<file path="src/hdl/frame_trk_pkg.sv">
// package: constants, enums and carrier structs for the paging frame tracker
// assumes one 25 MHz clock; symbols arrive as 2-bit values with a strobe
package frame_trk_pkg;

   // ****************************************************************
   // timing
   // ****************************************************************
   localparam int unsigned CLK_HZ         = 25000000;
   localparam int unsigned FRAME_MS       = 1875;  // 1.875 s
   localparam int unsigned BLOCK_MS       = 160;
   localparam int unsigned FRAME_CYC      = CLK_HZ / 1000 * FRAME_MS;
   localparam int unsigned BLOCK_CYC      = CLK_HZ / 1000 * BLOCK_MS;
   localparam int unsigned MINUTE_S       = 60;
   localparam int unsigned MINUTE_CYC     = CLK_HZ * MINUTE_S;
   localparam int unsigned CLKOUT_HZ      = 38400;
   localparam int unsigned CLKOUT_HALF    = CLK_HZ / (2 * CLKOUT_HZ);
   localparam int unsigned WARM_STEP_CYC  = 1000;

   // ****************************************************************
   // structure
   // ****************************************************************
   localparam int unsigned FRAMES_PER_CYCLE = 128;
   localparam int unsigned BLOCKS_PER_FRAME = 11;
   localparam int unsigned WORDS_PER_BLOCK  = 8;
   localparam int unsigned WORDS_PER_PHASE  = 88;
   localparam int unsigned NUM_PHASES       = 4;
   localparam int unsigned FRAME_NUM_W      = 7;
   localparam int unsigned CYCLE_NUM_W      = 4;
   localparam int unsigned FIW_W            = 11;
   localparam int unsigned CYCLE_NUM_MAX    = 14;
   localparam int unsigned WORD_W           = 32;
   localparam int unsigned DATA_W           = 21;
   localparam int unsigned SYNC_W           = 32;
   localparam int unsigned RX_CTL_W         = 8;
   localparam int unsigned SYM_W            = 2;

   localparam logic [SYNC_W-1:0] SYNC1_PAT = 32'hA6C6AAAA; // arbitrary pattern
   localparam logic [15:0] SYNC2_1600 = 16'h870C;          // arbitrary
   localparam logic [15:0] SYNC2_3200 = 16'h7B18;          // arbitrary
   localparam logic [15:0] SYNC2_6400 = 16'hB068;          // arbitrary

   // ****************************************************************
   // types
   // ****************************************************************
   typedef enum logic [1:0] {
      RATE_1600 = 2'h0,
      RATE_3200 = 2'h1,
      RATE_6400 = 2'h2
   } rate_e;

   typedef enum logic [2:0] {
      FLD_BLKINFO = 3'h0,
      FLD_ADDR    = 3'h1,
      FLD_VECTOR  = 3'h2,
      FLD_MSG     = 3'h3,
      FLD_IDLE    = 3'h4
   } field_e;

   typedef enum logic [2:0] {
      ST_OFF   = 3'h0,
      ST_WARM  = 3'h1,
      ST_SYNC1 = 3'h2,
      ST_FIW   = 3'h3,
      ST_SYNC2 = 3'h4,
      ST_DATA  = 3'h5,
      ST_DOWN  = 3'h6
   } trk_state_e;

   typedef struct packed {
      logic [1:0]             phase;
      logic [6:0]             word_idx;
      field_e                 field;
      logic                   err;
      logic                   is_addr_hit;
      logic                   tone_only;
      logic                   priority_f;
      logic                   long_addr;
      logic [DATA_W-1:0]      data;
   } word_out_s;

   typedef struct packed {
      logic [FRAME_NUM_W-1:0] frame_num;
      logic [CYCLE_NUM_W-1:0] cycle_num;
      rate_e                  rate;
      logic                   locked;
   } frame_info_s;

endpackage : frame_trk_pkg

</file>
<file path="src/hdl/paging_frame_tracker.sv">
// paging frame tracker: sync search, frame info, rate, de-interleave,
// per-phase field tracking, receiver power staging, clock out and minute timer
// assumes symbols are synchronous to clk_i and tagged by sym_valid_i
`timescale 1ns/1ps

// Function
// - frame counter wraps every 128 frames
// - unassigned frames skipped, receiver kept off
// - sync then eleven 160 ms blocks
// - hunt first sync at fixed rate
// - frame info gives frame and cycle
// - second sync selects data rate
// - 1600 rate: one phase A
// - 3200 rate: phases A and C
// - 6400 rate: phases A to D
// - eight words per block, index 0-87
// - check code, correct or flag words
// - five fields in fixed order
// - fields tracked per phase, not block
// - tone-only addresses expect no vector
// - one or two vector words per address
// - vector holds message or its position
// - no address hit: sleep rest of frame
// - eight staged receiver control outputs
// - two bandwidth selects per symbol rate
// - battery sampled during receiver sequencing
// - 38.4 kHz clock out, minute tick
module paging_frame_tracker #(
   parameter int unsigned FRAME_CYC  = frame_trk_pkg::FRAME_CYC,
   parameter int unsigned MINUTE_CYC = frame_trk_pkg::MINUTE_CYC,
   parameter int unsigned BLOCK_CYC  = frame_trk_pkg::BLOCK_CYC
) (
   input  wire logic                      clk_i,          // 25 MHz clock
   input  wire logic                      rst_n_i,        // async reset, low
   input  wire logic [1:0]                sym_i,          // received symbol
   input  wire logic                      sym_valid_i,    // symbol strobe
   input  wire logic [127:0]              frame_assign_i, // assigned frames
   input  wire logic [20:0]               my_addr_i,      // pager address
   input  wire logic                      lobat_i,        // low battery level
   input  wire logic                      word_ready_i,   // sink ready
   output logic                           word_valid_o,   // word available
   output frame_trk_pkg::word_out_s       word_o,         // decoded word
   output frame_trk_pkg::frame_info_s     info_o,         // frame info
   output logic [7:0]                     rx_ctl_o,       // receiver stages
   output logic [1:0]                     bw_sel_o,       // filter bandwidth
   output logic                           lobat_o,        // battery result
   output logic                           clk38_o,        // 38.4 kHz clock
   output logic                           minute_o,       // minute tick
   output logic                           sleep_o         // low power state
);

   // ****************************************************************
   // state and counters
   // ****************************************************************
   frame_trk_pkg::trk_state_e state_q;
   logic [31:0]               frame_tmr_q;
   logic [6:0]                frame_cnt_q;
   logic [31:0]               shift_q;
   logic [5:0]                bit_cnt_q;
   frame_trk_pkg::rate_e      rate_q;
   logic [3:0]                warm_step_q;
   logic [15:0]               step_tmr_q;
   logic                      addr_hit_q;
   logic                      assigned;
   logic                      fiw_ok;
   logic                      data_done_q;
   logic                      sleep_req;

   assign assigned = frame_assign_i[frame_cnt_q];
   assign fiw_ok   = (shift_q[3:0] <= 4'(frame_trk_pkg::CYCLE_NUM_MAX));

   // receiver power sequencing and frame state
   always_ff @(posedge clk_i or negedge rst_n_i) begin
      if (!rst_n_i) begin
         state_q     <= frame_trk_pkg::ST_OFF;
         frame_tmr_q <= 32'h0;
         frame_cnt_q <= 7'h0;
         warm_step_q <= 4'h0;
         step_tmr_q  <= 16'h0;
      end else begin
         if (frame_tmr_q >= 32'(FRAME_CYC - 1)) begin
            frame_tmr_q <= 32'h0;
            frame_cnt_q <= frame_cnt_q + 7'h1;
         end else begin
            frame_tmr_q <= frame_tmr_q + 32'h1;
         end
         case (state_q)
            frame_trk_pkg::ST_OFF: begin
               if (assigned && frame_tmr_q == 32'h0) begin
                  state_q     <= frame_trk_pkg::ST_WARM;
                  warm_step_q <= 4'h0;
                  step_tmr_q  <= 16'h0;
               end
            end
            frame_trk_pkg::ST_WARM: begin
               if (step_tmr_q == 16'(frame_trk_pkg::WARM_STEP_CYC - 1)) begin
                  step_tmr_q  <= 16'h0;
                  warm_step_q <= warm_step_q + 4'h1;
                  if (warm_step_q == 4'(frame_trk_pkg::RX_CTL_W - 1)) begin
                     state_q <= frame_trk_pkg::ST_SYNC1;
                  end
               end else begin
                  step_tmr_q <= step_tmr_q + 16'h1;
               end
            end
            frame_trk_pkg::ST_SYNC1: begin
               if (shift_q == frame_trk_pkg::SYNC1_PAT) begin
                  state_q <= frame_trk_pkg::ST_FIW;
               end
            end
            frame_trk_pkg::ST_FIW: begin
               if (bit_cnt_q == 6'(frame_trk_pkg::WORD_W)) begin
                  state_q <= fiw_ok ? frame_trk_pkg::ST_SYNC2
                                    : frame_trk_pkg::ST_SYNC1;
               end
            end
            frame_trk_pkg::ST_SYNC2: begin
               if (bit_cnt_q == 6'd16) begin
                  state_q <= frame_trk_pkg::ST_DATA;
               end
            end
            frame_trk_pkg::ST_DATA: begin
               if (data_done_q || sleep_req) begin
                  state_q    <= frame_trk_pkg::ST_DOWN;
                  step_tmr_q <= 16'h0;
               end
            end
            frame_trk_pkg::ST_DOWN: begin
               if (step_tmr_q == 16'(frame_trk_pkg::WARM_STEP_CYC - 1)) begin
                  step_tmr_q <= 16'h0;
                  warm_step_q <= warm_step_q - 4'h1;
                  if (warm_step_q == 4'h1) begin
                     state_q <= frame_trk_pkg::ST_OFF;
                  end
               end else begin
                  step_tmr_q <= step_tmr_q + 16'h1;
               end
            end
            default: state_q <= frame_trk_pkg::ST_OFF;
         endcase
      end
   end

   // ****************************************************************
   // bit collection and frame info
   // ****************************************************************
   logic bit_in;
   logic in_hdr;
   assign bit_in = sym_i[1];
   assign in_hdr = (state_q == frame_trk_pkg::ST_SYNC1) ||
                   (state_q == frame_trk_pkg::ST_FIW) ||
                   (state_q == frame_trk_pkg::ST_SYNC2);

   always_ff @(posedge clk_i or negedge rst_n_i) begin
      if (!rst_n_i) begin
         shift_q   <= 32'h0;
         bit_cnt_q <= 6'h0;
         rate_q    <= frame_trk_pkg::RATE_1600;
         info_o    <= '0;
      end else begin
         if (in_hdr && sym_valid_i) begin
            shift_q   <= {shift_q[30:0], bit_in};
            bit_cnt_q <= (state_q == frame_trk_pkg::ST_SYNC1) ? 6'h0
                                                              : bit_cnt_q + 6'h1;
         end
         if (state_q == frame_trk_pkg::ST_FIW && bit_cnt_q == 6'(frame_trk_pkg::WORD_W)) begin
            bit_cnt_q <= 6'h0;
            if (fiw_ok) begin
               info_o.cycle_num <= shift_q[3:0];
               info_o.frame_num <= shift_q[10:4];
            end
         end
         if (state_q == frame_trk_pkg::ST_SYNC2 && bit_cnt_q == 6'd16) begin
            bit_cnt_q <= 6'h0;
            info_o.locked <= 1'b1;
            case (shift_q[15:0])
               frame_trk_pkg::SYNC2_3200: rate_q <= frame_trk_pkg::RATE_3200;
               frame_trk_pkg::SYNC2_6400: rate_q <= frame_trk_pkg::RATE_6400;
               default:                   rate_q <= frame_trk_pkg::RATE_1600;
            endcase
         end
         if (state_q == frame_trk_pkg::ST_OFF) begin
            info_o.locked <= 1'b0;
         end
         info_o.rate <= rate_q;
      end
   end

   // ****************************************************************
   // data portion: phase demux, word index and field tracking
   // ****************************************************************
   logic [4:0]  dbit_q [4];
   logic [31:0] dword_q [4];
   logic [1:0]  ph_q;
   logic [6:0]  widx_q [4];
   frame_trk_pkg::field_e fld_q [4];
   logic [1:0]  vec_pend_q [4];
   logic [1:0]  ph_max;
   logic        w_done;
   logic [5:0]  syn;
   logic [31:0] cw;
   frame_trk_pkg::word_out_s wr_d;

   // A, C for 3200; A..D for 6400; only A for 1600
   assign ph_max = (rate_q == frame_trk_pkg::RATE_6400) ? 2'h3 :
                   (rate_q == frame_trk_pkg::RATE_3200) ? 2'h1 : 2'h0;
   assign w_done = (state_q == frame_trk_pkg::ST_DATA) && sym_valid_i &&
                   (dbit_q[ph_q] == 5'd31);
   assign cw     = {dword_q[ph_q][30:0], bit_in};
   // even-parity split check over data and check bits
   assign syn    = {^cw[31:26], ^cw[25:21], ^cw[20:14], ^cw[13:7], ^cw[6:0], ^cw};
   assign sleep_req = (fld_q[0] == frame_trk_pkg::FLD_VECTOR) && !addr_hit_q;

   always_comb begin
      wr_d             = '0;
      wr_d.phase       = (rate_q == frame_trk_pkg::RATE_3200 && ph_q == 2'h1) ? 2'h2 : ph_q;
      wr_d.word_idx    = widx_q[ph_q];
      wr_d.field       = fld_q[ph_q];
      wr_d.err         = (syn[5:1] != 5'h0) && syn[0];
      wr_d.data        = cw[31:11];
      // segment check fails with even overall parity: flip low data bit form
      if (syn[5:1] != 5'h0 && !syn[0]) begin
         wr_d.data[0] = ~cw[11];
      end
      wr_d.is_addr_hit = (fld_q[ph_q] == frame_trk_pkg::FLD_ADDR) &&
                         (cw[31:11] == my_addr_i);
      wr_d.tone_only   = wr_d.is_addr_hit && cw[10];
      wr_d.priority_f  = wr_d.is_addr_hit && cw[9];
      wr_d.long_addr   = wr_d.is_addr_hit && cw[8];
   end

   // two-entry skid buffer
   frame_trk_pkg::word_out_s buf_q [2];
   logic [1:0]  cnt_q;
   logic        push;
   logic        pop;
   assign push = w_done && (cnt_q != 2'h2);
   assign pop  = word_valid_o && word_ready_i;

   for (genvar p = 0; p < frame_trk_pkg::NUM_PHASES; p++) begin : g_ph
      always_ff @(posedge clk_i or negedge rst_n_i) begin
         if (!rst_n_i) begin
            dbit_q[p]     <= 5'h0;
            dword_q[p]    <= 32'h0;
            widx_q[p]     <= 7'h0;
            fld_q[p]      <= frame_trk_pkg::FLD_BLKINFO;
            vec_pend_q[p] <= 2'h0;
         end else if (state_q != frame_trk_pkg::ST_DATA) begin
            dbit_q[p]     <= 5'h0;
            widx_q[p]     <= 7'h0;
            fld_q[p]      <= frame_trk_pkg::FLD_BLKINFO;
            vec_pend_q[p] <= 2'h0;
         end else if (sym_valid_i && ph_q == 2'(p)) begin
            dword_q[p] <= cw;
            dbit_q[p]  <= dbit_q[p] + 5'h1;
            if (w_done && push) begin
               widx_q[p] <= widx_q[p] + 7'h1;
               // field boundaries advance per phase by word marks
               case (fld_q[p])
                  frame_trk_pkg::FLD_BLKINFO:
                     if (cw[7]) fld_q[p] <= frame_trk_pkg::FLD_ADDR;
                  frame_trk_pkg::FLD_ADDR: begin
                     if (wr_d.is_addr_hit && !wr_d.tone_only) begin
                        vec_pend_q[p] <= wr_d.long_addr ? 2'h2 : 2'h1;
                     end
                     if (cw[6]) fld_q[p] <= frame_trk_pkg::FLD_VECTOR;
                  end
                  frame_trk_pkg::FLD_VECTOR: begin
                     if (vec_pend_q[p] != 2'h0) vec_pend_q[p] <= vec_pend_q[p] - 2'h1;
                     // vector bit 5 set: message words follow
                     if (cw[6]) fld_q[p] <= cw[5] ? frame_trk_pkg::FLD_MSG
                                                  : frame_trk_pkg::FLD_IDLE;
                  end
                  frame_trk_pkg::FLD_MSG:
                     if (cw[6]) fld_q[p] <= frame_trk_pkg::FLD_IDLE;
                  default: fld_q[p] <= frame_trk_pkg::FLD_IDLE;
               endcase
            end
         end
      end
   end

   always_ff @(posedge clk_i or negedge rst_n_i) begin
      if (!rst_n_i) begin
         ph_q        <= 2'h0;
         data_done_q <= 1'b0;
         addr_hit_q  <= 1'b0;
      end else if (state_q != frame_trk_pkg::ST_DATA) begin
         ph_q        <= 2'h0;
         data_done_q <= 1'b0;
         addr_hit_q  <= 1'b0;
      end else begin
         if (sym_valid_i) begin
            ph_q <= (ph_q == ph_max) ? 2'h0 : ph_q + 2'h1;
         end
         if (push && wr_d.is_addr_hit) addr_hit_q <= 1'b1;
         // eleven blocks of eight words end the data portion
         if (push && ph_q == ph_max &&
             widx_q[ph_q] == 7'(frame_trk_pkg::WORDS_PER_PHASE - 1)) begin
            data_done_q <= 1'b1;
         end
      end
   end

   always_ff @(posedge clk_i or negedge rst_n_i) begin
      if (!rst_n_i) begin
         cnt_q        <= 2'h0;
         buf_q[0]     <= '0;
         buf_q[1]     <= '0;
         word_valid_o <= 1'b0;
         word_o       <= '0;
      end else begin
         if (push && !pop) begin
            buf_q[cnt_q[0]] <= wr_d;
            cnt_q <= cnt_q + 2'h1;
         end else if (push && pop) begin
            buf_q[0] <= (cnt_q == 2'h2) ? buf_q[1] : wr_d;
            buf_q[1] <= wr_d;
         end else if (pop) begin
            buf_q[0] <= buf_q[1];
            cnt_q <= cnt_q - 2'h1;
         end
         word_valid_o <= 1'b0;
         word_o       <= word_o;
         if (!(word_valid_o && !word_ready_i) && (cnt_q != 2'h0) && !pop) begin
            word_valid_o <= 1'b1;
            word_o       <= buf_q[0];
         end else if (word_valid_o && !word_ready_i) begin
            word_valid_o <= 1'b1;
         end
      end
   end

   // ****************************************************************
   // receiver control, bandwidth, battery, clock out, minute
   // ****************************************************************
   logic [15:0] div_q;
   logic [31:0] min_q;

   always_ff @(posedge clk_i or negedge rst_n_i) begin
      if (!rst_n_i) begin
         rx_ctl_o <= 8'h00;
         bw_sel_o <= 2'h1;
         lobat_o  <= 1'b0;
         sleep_o  <= 1'b1;
      end else begin
         for (int i = 0; i < frame_trk_pkg::RX_CTL_W; i++) begin
            rx_ctl_o[i] <= (4'(i) < warm_step_q);
         end
         bw_sel_o <= (rate_q == frame_trk_pkg::RATE_6400) ? 2'h2 : 2'h1;
         if (state_q == frame_trk_pkg::ST_WARM &&
             warm_step_q == 4'(frame_trk_pkg::RX_CTL_W - 1)) begin
            lobat_o <= lobat_i;
         end
         sleep_o <= (state_q == frame_trk_pkg::ST_OFF);
      end
   end

   always_ff @(posedge clk_i or negedge rst_n_i) begin
      if (!rst_n_i) begin
         div_q    <= 16'h0;
         clk38_o  <= 1'b0;
         min_q    <= 32'h0;
         minute_o <= 1'b0;
      end else begin
         if (div_q == 16'(frame_trk_pkg::CLKOUT_HALF - 1)) begin
            div_q   <= 16'h0;
            clk38_o <= ~clk38_o;
         end else begin
            div_q <= div_q + 16'h1;
         end
         minute_o <= (min_q == 32'(MINUTE_CYC - 1));
         min_q    <= (min_q == 32'(MINUTE_CYC - 1)) ? 32'h0 : min_q + 32'h1;
      end
   end

endmodule // paging_frame_tracker

</file>
<file path="config.mk">
export PLATFORM = sky130hd
export DESIGN_NAME = paging_frame_tracker
export DESIGN_NICKNAME = d
export VERILOG_FILES = /design/src/hdl/frame_trk_pkg.sv /design/src/hdl/paging_frame_tracker.sv
export SDC_FILE = /design/constraint.sdc
export NUM_CORES = 1
export LEC_CHECK = 0
export BUFFER_PORTS_ARGS = -buffer_cell sky130_fd_sc_hd__buf_2
export CORE_UTILIZATION = 50
export CTS_CLUSTER_SIZE = 12
export DETAILED_ROUTE_END_ITERATION = 8
export PLACE_DENSITY = 0.83
export SLEW_MARGIN = 20
export SYNTH_ARGS = -nofsm -noshare
export SYNTH_HDL_FRONTEND = slang
export SYNTH_SLANG_ARGS = --single-unit
</file>
<file path="constraint.sdc">
create_clock -name clk_i -period 3.3 [get_ports clk_i]
set_input_delay 0.165 -clock clk_i [delete_from_list [all_inputs] [get_ports clk_i]]
set_output_delay 0.165 -clock clk_i [all_outputs]
set_load 0.02 [all_outputs]
</file>
After elaboration in Yosys (flattened, before gate mapping):

Index checks and enable logic that the tools add are counted.

* bits in registers: 487
* bits of input ports: 156
* output and inout port bits: 67
* logic and storage cells: 369

* add/subtract/negate cells: 19
* order comparisons: 14
* equality and inequality tests: 67
* mux-type cells: 109
* bitwise logic cells: 5
* reductions and logical operators: 87

Operators with widths (count)
* $mux W38: 5
* $mux W7: 14
* $mux W3: 29
* $bwmux W76: 1
* $mux W76: 1
* $add A32 B1 Y32 const B: 2
* $bmux W32 S2: 1
* $mux W16: 4
* $mux W32: 2
* $mux W31: 2
* $mux W5: 10
* $ne A3 B3 Y1 const B: 16
* $pmux W16 S3: 1
* $pmux W3 S4: 4
* $demux W38 S1: 1
* $add A7 B1 Y7 const B: 5
* $add A16 B1 Y16 const B: 2
* $eq A32 B31 Y1 const B: 1
* $eq A32 B32 Y1 const B: 1
* $ge A32 B26 Y1 const B: 1
* $logic_not A32 Y1: 1
* $reduce_xor A32 Y1: 1
* $logic_and A1 B1 Y1: 31
* $eq A3 B2 Y1 const B: 10
* 62 further kinds: 155

Logic depth before layout (Yosys ltp):

* word-level depth: 11
* mapped depth: 15
* depth with buffers taken out: 10

Worst setup path before layout:

No wires, ideal clock.

* path type: reg2reg
* start point: register frame_cnt_q[0]
* end point: register warm_step_q[0]
* library setup time: 0.128 ns
* arrival time: 3.064 ns
* required time: 3.172 ns
* path slack: 0.109 ns
* stages on the path, launching flop included: 10
* buffers on the path: 2
* period minus slack after synthesis: 3.191 ns
* cell sequence: dfrtp_1 buf_2 buf_2 mux4_2 mux4_2 mux4_2 nor2_1 o21ai_1 o211ai_1 mux2_1

* word-level cells in the longest chain between the ends: 5

Ends and longest elaborated chain
* from (decl): RTL line paging_frame_tracker.sv:57 `logic [6:0] frame_cnt_q;`
* from (signal assigned): RTL line paging_frame_tracker.sv:83 `frame_cnt_q <= frame_cnt_q + 7'h1;`
* $bmux W1 S7: RTL line paging_frame_tracker.sv:69 `assign assigned = frame_assign_i[frame_cnt_q];`
* $mux W1 (implied by the code): RTL line paging_frame_tracker.sv:69
* $logic_and A1 B1 Y1: RTL line paging_frame_tracker.sv:89 `if (assigned && frame_tmr_q == 32'h0) begin`
* $ne A2 B2 Y1 (no line)
* $reduce_and A4 Y1 (no line)
* to (signal assigned): RTL line paging_frame_tracker.sv:98 `warm_step_q <= warm_step_q + 4'h1;`
* to (signal assigned): RTL line paging_frame_tracker.sv:131 `warm_step_q <= warm_step_q - 4'h1;`
* to (decl): RTL line paging_frame_tracker.sv:61 `logic [3:0] warm_step_q;`

No other way between the ends. The select of a mux whose other input is x is not followed.
A chain may end at the register's enable or synchronous reset.

Worst setup path in the final report:

* start point: register ph_q[0]
* end point: register buf_q[38] (netlist name)

* word-level cells in the longest chain between the ends: 11
* elaborated cells between the ends (all ways): 28
* classes of those cells: eq/ne (1); mux (11); bitwise (2); reduce/logical (14)

Ends and longest elaborated chain
* from (decl): RTL line paging_frame_tracker.sv:194 `logic [1:0] ph_q;`
* from (signal assigned): RTL line paging_frame_tracker.sv:294 `ph_q <= (ph_q == ph_max) ? 2'h0 : ph_q + 2'h1;`
* $not A2 Y3 (implied by the code) (*): RTL line paging_frame_tracker.sv:208, paging_frame_tracker.sv:209
* $bmux W32 S2: RTL line paging_frame_tracker.sv:209 `assign cw = {dword_q[ph_q][30:0], bit_in};`
* $mux W31 (implied by the code) (2 in a row): RTL line paging_frame_tracker.sv:209
* $reduce_xor A7 Y1, or another cell as far along: RTL line paging_frame_tracker.sv:211 `assign syn = {^cw[31:26], ^cw[25:21], ^cw[20:14], ^cw[13:7], ^cw[6:0], ^cw};`
* $reduce_bool A5 Y1 or $logic_not A1 Y1 (tied branches): RTL line paging_frame_tracker.sv:222 `if (syn[5:1] != 5'h0 && !syn[0]) begin`
* $logic_and A1 B1 Y1: RTL line paging_frame_tracker.sv:222
* $mux W1: RTL line paging_frame_tracker.sv:222
* $mux W38: RTL line paging_frame_tracker.sv:317 `buf_q[0] <= (cnt_q == 2'h2) ? buf_q[1] : wr_d;`
* $mux W38: RTL line paging_frame_tracker.sv:316 `end else if (push && pop) begin`
* $mux W76: RTL line paging_frame_tracker.sv:313 `if (push && !pop) begin`
* to (signal, indexed assignment): RTL line paging_frame_tracker.sv:314 `buf_q[cnt_q[0]] <= wr_d;`
* to (decl): RTL line paging_frame_tracker.sv:233 `frame_trk_pkg::word_out_s buf_q [2];`

Mark *: on every way between the ends. The rest lies on a longest branch, timed or not. The select of a mux whose other input is x is not followed.

==> results.yml <==
run_status:
  outcome: "complete, no violations"
timing:
  setup_ws_ns: 0.09687
  whs_ns: 0.1816
  slew_headroom_pct: 43.31
  setup_tns_ns: 0
  period_minus_slack_ns: 3.203
  fin_crit_sh_pct: 97.06
  setup_violations: 0
  skew_ns: 0.01427
  max_freq_mhz: 312.2
  final-max-slew-violation-count: 0
  tightest_slew_ns: 0.8503
  finalHoldViolations: 0
power_and_ir_drop:
  ir_drop_v: 0.0005301
  powerDensity_nw_per_um2: 482.7
  p_leak_uw: 0.01290
  fin_total_pwr_uw: 13250
die:
  core_um2: 46560
  dieArea_um2: 48160
  io_pins: 223
  dieWidth_um: 219.5
  floorplan.rows: 79
  die_h_um: 219.5
  start_util_pct: 50.79
detailed_routing:
  totalWireLength_um: 55180
  drc: 0
  postRouteAntennaNets: 0
  dr.pass1.iters: 8
  routed-via-count: 17320
  wire_per_inst_um: 18.31
  viasPerCell: 5.748
  drtIter0Drc: 1613
cts:
  clockRootBuffer: "clkbuf_16"
  h-tree-depth: 2
  clockBufferDepth: 3
  clock-sinks: 483
  clk_latency_ns: 0.60
  cts_buffers: 50
  cts_tree: "yes"
  clkSlewWorstSetupHoldPaths_ns: 0.06
worst_setup_path:
  critPathMaxStageDelay_ns: 0.53
  cp_slowest_cell: "mux4_2"
  critical_path.endpoint_type: "register"
  path_class: "register to register"
  cp_cell_sequence: "buf_4 > buf_12 > mux4_2 > xnor3_1 > xnor2_2 > xor2_1 > o32ai_2 > a211oi_1 > xor2_1 > o311ai_2"
  cp_data_arrival_time_ns: 3.68
  critPathMaxFanout: 11
  startpoint_type: "register"
  cp.required_ns: 3.77
  cp_common_cell: "xor2_1"
synth:
  syn-mean-instance-area_um2: 11.07
  ys_seq_elements: 483
  synth.distinct_cells: 66
  synth_area_um2: 23650
  seq_area_frac_synth_pct: 51.13
  ys_warn_count: 0
  synth.top_cells.by_count: "dfrtp_1 (481), nand2_1 (391), mux2_2 (184)"
  synth_top_area_cell: "dfrtp_1"
  async_reset_ff_share_pct: 100.0
  syn_inst: 2136
  yosysMostFrequentCell: "dfrtp_1"
  synthTopCellsByArea: "dfrtp_1 (51%), mux2_2 (8.8%), mux4_2 (7.5%)"
  synthFlopType: "dfrtp_1"
  yosysTopAreaCellShare_pct: 50.90
  synth_edf_count: 0
worst_hold_path:
  worstHoldPathType: "input port to async pin"
layout:
  layout.nets: 2560
  final_area_um2: 27440
  fillers: 3551
  syn_to_final_growth_pct: 16.07
  post_route_cells_drive_above_1_share_pct: 27.44
global_route:
  grt_use_total_pct: 23.52
  grt_pass1_vias: 18110
  antenna_found_initial: 1
  grt_max_degree: 91
  grt-ovfl-total: 0
  grt_pass1_wl_um: 90750
place:
  place.gp.congestion: 0.8904
  dpl_worst_slack_ns: 0.04724
  port_buffers: 221
  dp_hpwl_um: 37350
  place_area_um2: 25780
job:
  maxCapViolCount: 0
what timing repair did:
action,CTS,global route
pin swaps,0,2
gates cloned,0,0
gates resized for setup,0,9
endpoints found under the setup margin,1,8
setup buffers,1,3
hold buffers,5,0
hold endpoints to repair,91,0
critical path: cells and delay by family (launching register included):
family / cells / cell delay (ns)
DFF: 1 / 0.41
xor gates and xnor gates: 4 / 1.29
buffers and inverters: 2 / 0.29
AOI/OAI and AO/OA: 3 / 0.54
muxes: 1 / 0.53
placed cells by master (no fill, tap or decap), types with 6 or more instances in the layout:
cell       Yosys  layout
nand3_1       53      53
mux2_2       184     184
inv_1         36      36
ha_1          29      29
mux4_2        79      81
xor2_1        73      73
buf_2         18     220
nor4_1        16      15
nand2_1      391     391
nor2b_1        7       7
nor2_2         0       6
buf_12         1      16
nand2b_1       8       8
xnor2_1       82      80
clkinv_2       0       7
and3_1        33      33
o21ai_0       57      57
a31oi_1       10      10
buf_4          5      54
mux2i_1       13      12
xnor3_1        8       6
a21oi_1       90      90
nand4_1       51      51
nor2_1       175     169
nor3b_1        8       8
dfrtp_1      481     478
nor3_1        26      26
and2_1        10      10
clkbuf_16      0      50
conb_1         1       6
clkbuf_1      78      13
and4_1         7       7
a211o_1       13      13
clkbuf_8       0       7
path summary, 6_finish.rpt:
path	end	depth (start not counted)	slack, ns	start
hold / removal	word_o[32]$_DFFE_PN0P_	2	0.18	rst_n_i
hold reg to reg	info_o[2]$_DFF_PN0_	0	0.44	rate_q[1]$_DFFE_PN0P_
setup reg to reg	buf_q[38]$_DFFE_PN0P_	10	0.1	ph_q[0]$_DFFE_PN0P_
setup / recovery	buf_q[38]$_DFFE_PN0P_	10	0.1	ph_q[0]$_DFFE_PN0P_
min in group clk_i	buf_q[24]$_DFFE_PN0P_	7	0.26	my_addr_i[17]
max in group asynchronous	frame_tmr_q[20]$_DFF_PN0_	4	2.07	rst_n_i
per-layer routing:
metal,track usage (%),part of all wire (%),vias to the layer above
met5,0,0,-
met4,10.69,4.0,0
met3,3.602,6.1,129
met2,41.85,51,650
met1,27.98,39,8647
li1,-,-,7893
cell type report:
type	instances	area, µm²	share of cell area [%]
timing repair buffer	299	1942	7.076
clock inverter	12	132.6	0.4833
multi-input combinational	1505	10980	40.02
tap	607	759.5	2.767
clock buffer	70	1396	5.088
inverter	36	135.1	0.4924
antenna	1	2.502	0.009118
sequential	483	12090	44.06
power by group:
part / internal (µW) / total, µW / switching, µW / leakage, µW
Clock: 3020 / 5370 / 2340 / 0.000753
Sequential: 5990 / 6130 / 137 / 0.00660
Combinational: 922 / 1750 / 830 / 0.00555
Total: 9940 / 13200 / 3310 / 0.0129
flip-flops by register name, summed over array words and instances (netlist names), 3 cells and up:
register	flops
bit_cnt_q	6
buf_q	76
dbit_q	20
div_q	16
dword_q	124
fld_q	12
frame_cnt_q	7
frame_tmr_q	32
info_o	14
min_q	32
rx_ctl_o	8
shift_q	32
state_q	3
step_tmr_q	16
warm_step_q	4
widx_q	28
word_o	38
cell families (layout without fill, tap and decap cells):
group / Yosys count / count (layout) / synth area share, %
simple gates: 815 / 815 / 15.50
other cells: 1 / 7 / 0.01586
flops: 483 / 483 / 51.13
xor+xnor: 166 / 166 / 6.710
mux: 279 / 279 / 17.11
buf+inv: 153 / 417 / 2.767
fa+ha+maj: 29 / 29 / 1.535
compound gates: 210 / 210 / 5.233
stage by stage:
stage                     std cells  util, %
after global placement         2920    55.38
final                          3013    58.95
after detailed placement       2920    55.38
after floorplan                2141        -
after CTS                      3008    58.79
after global routing           3013    58.95
Note: power is estimated with default switching activity, not from simulation.
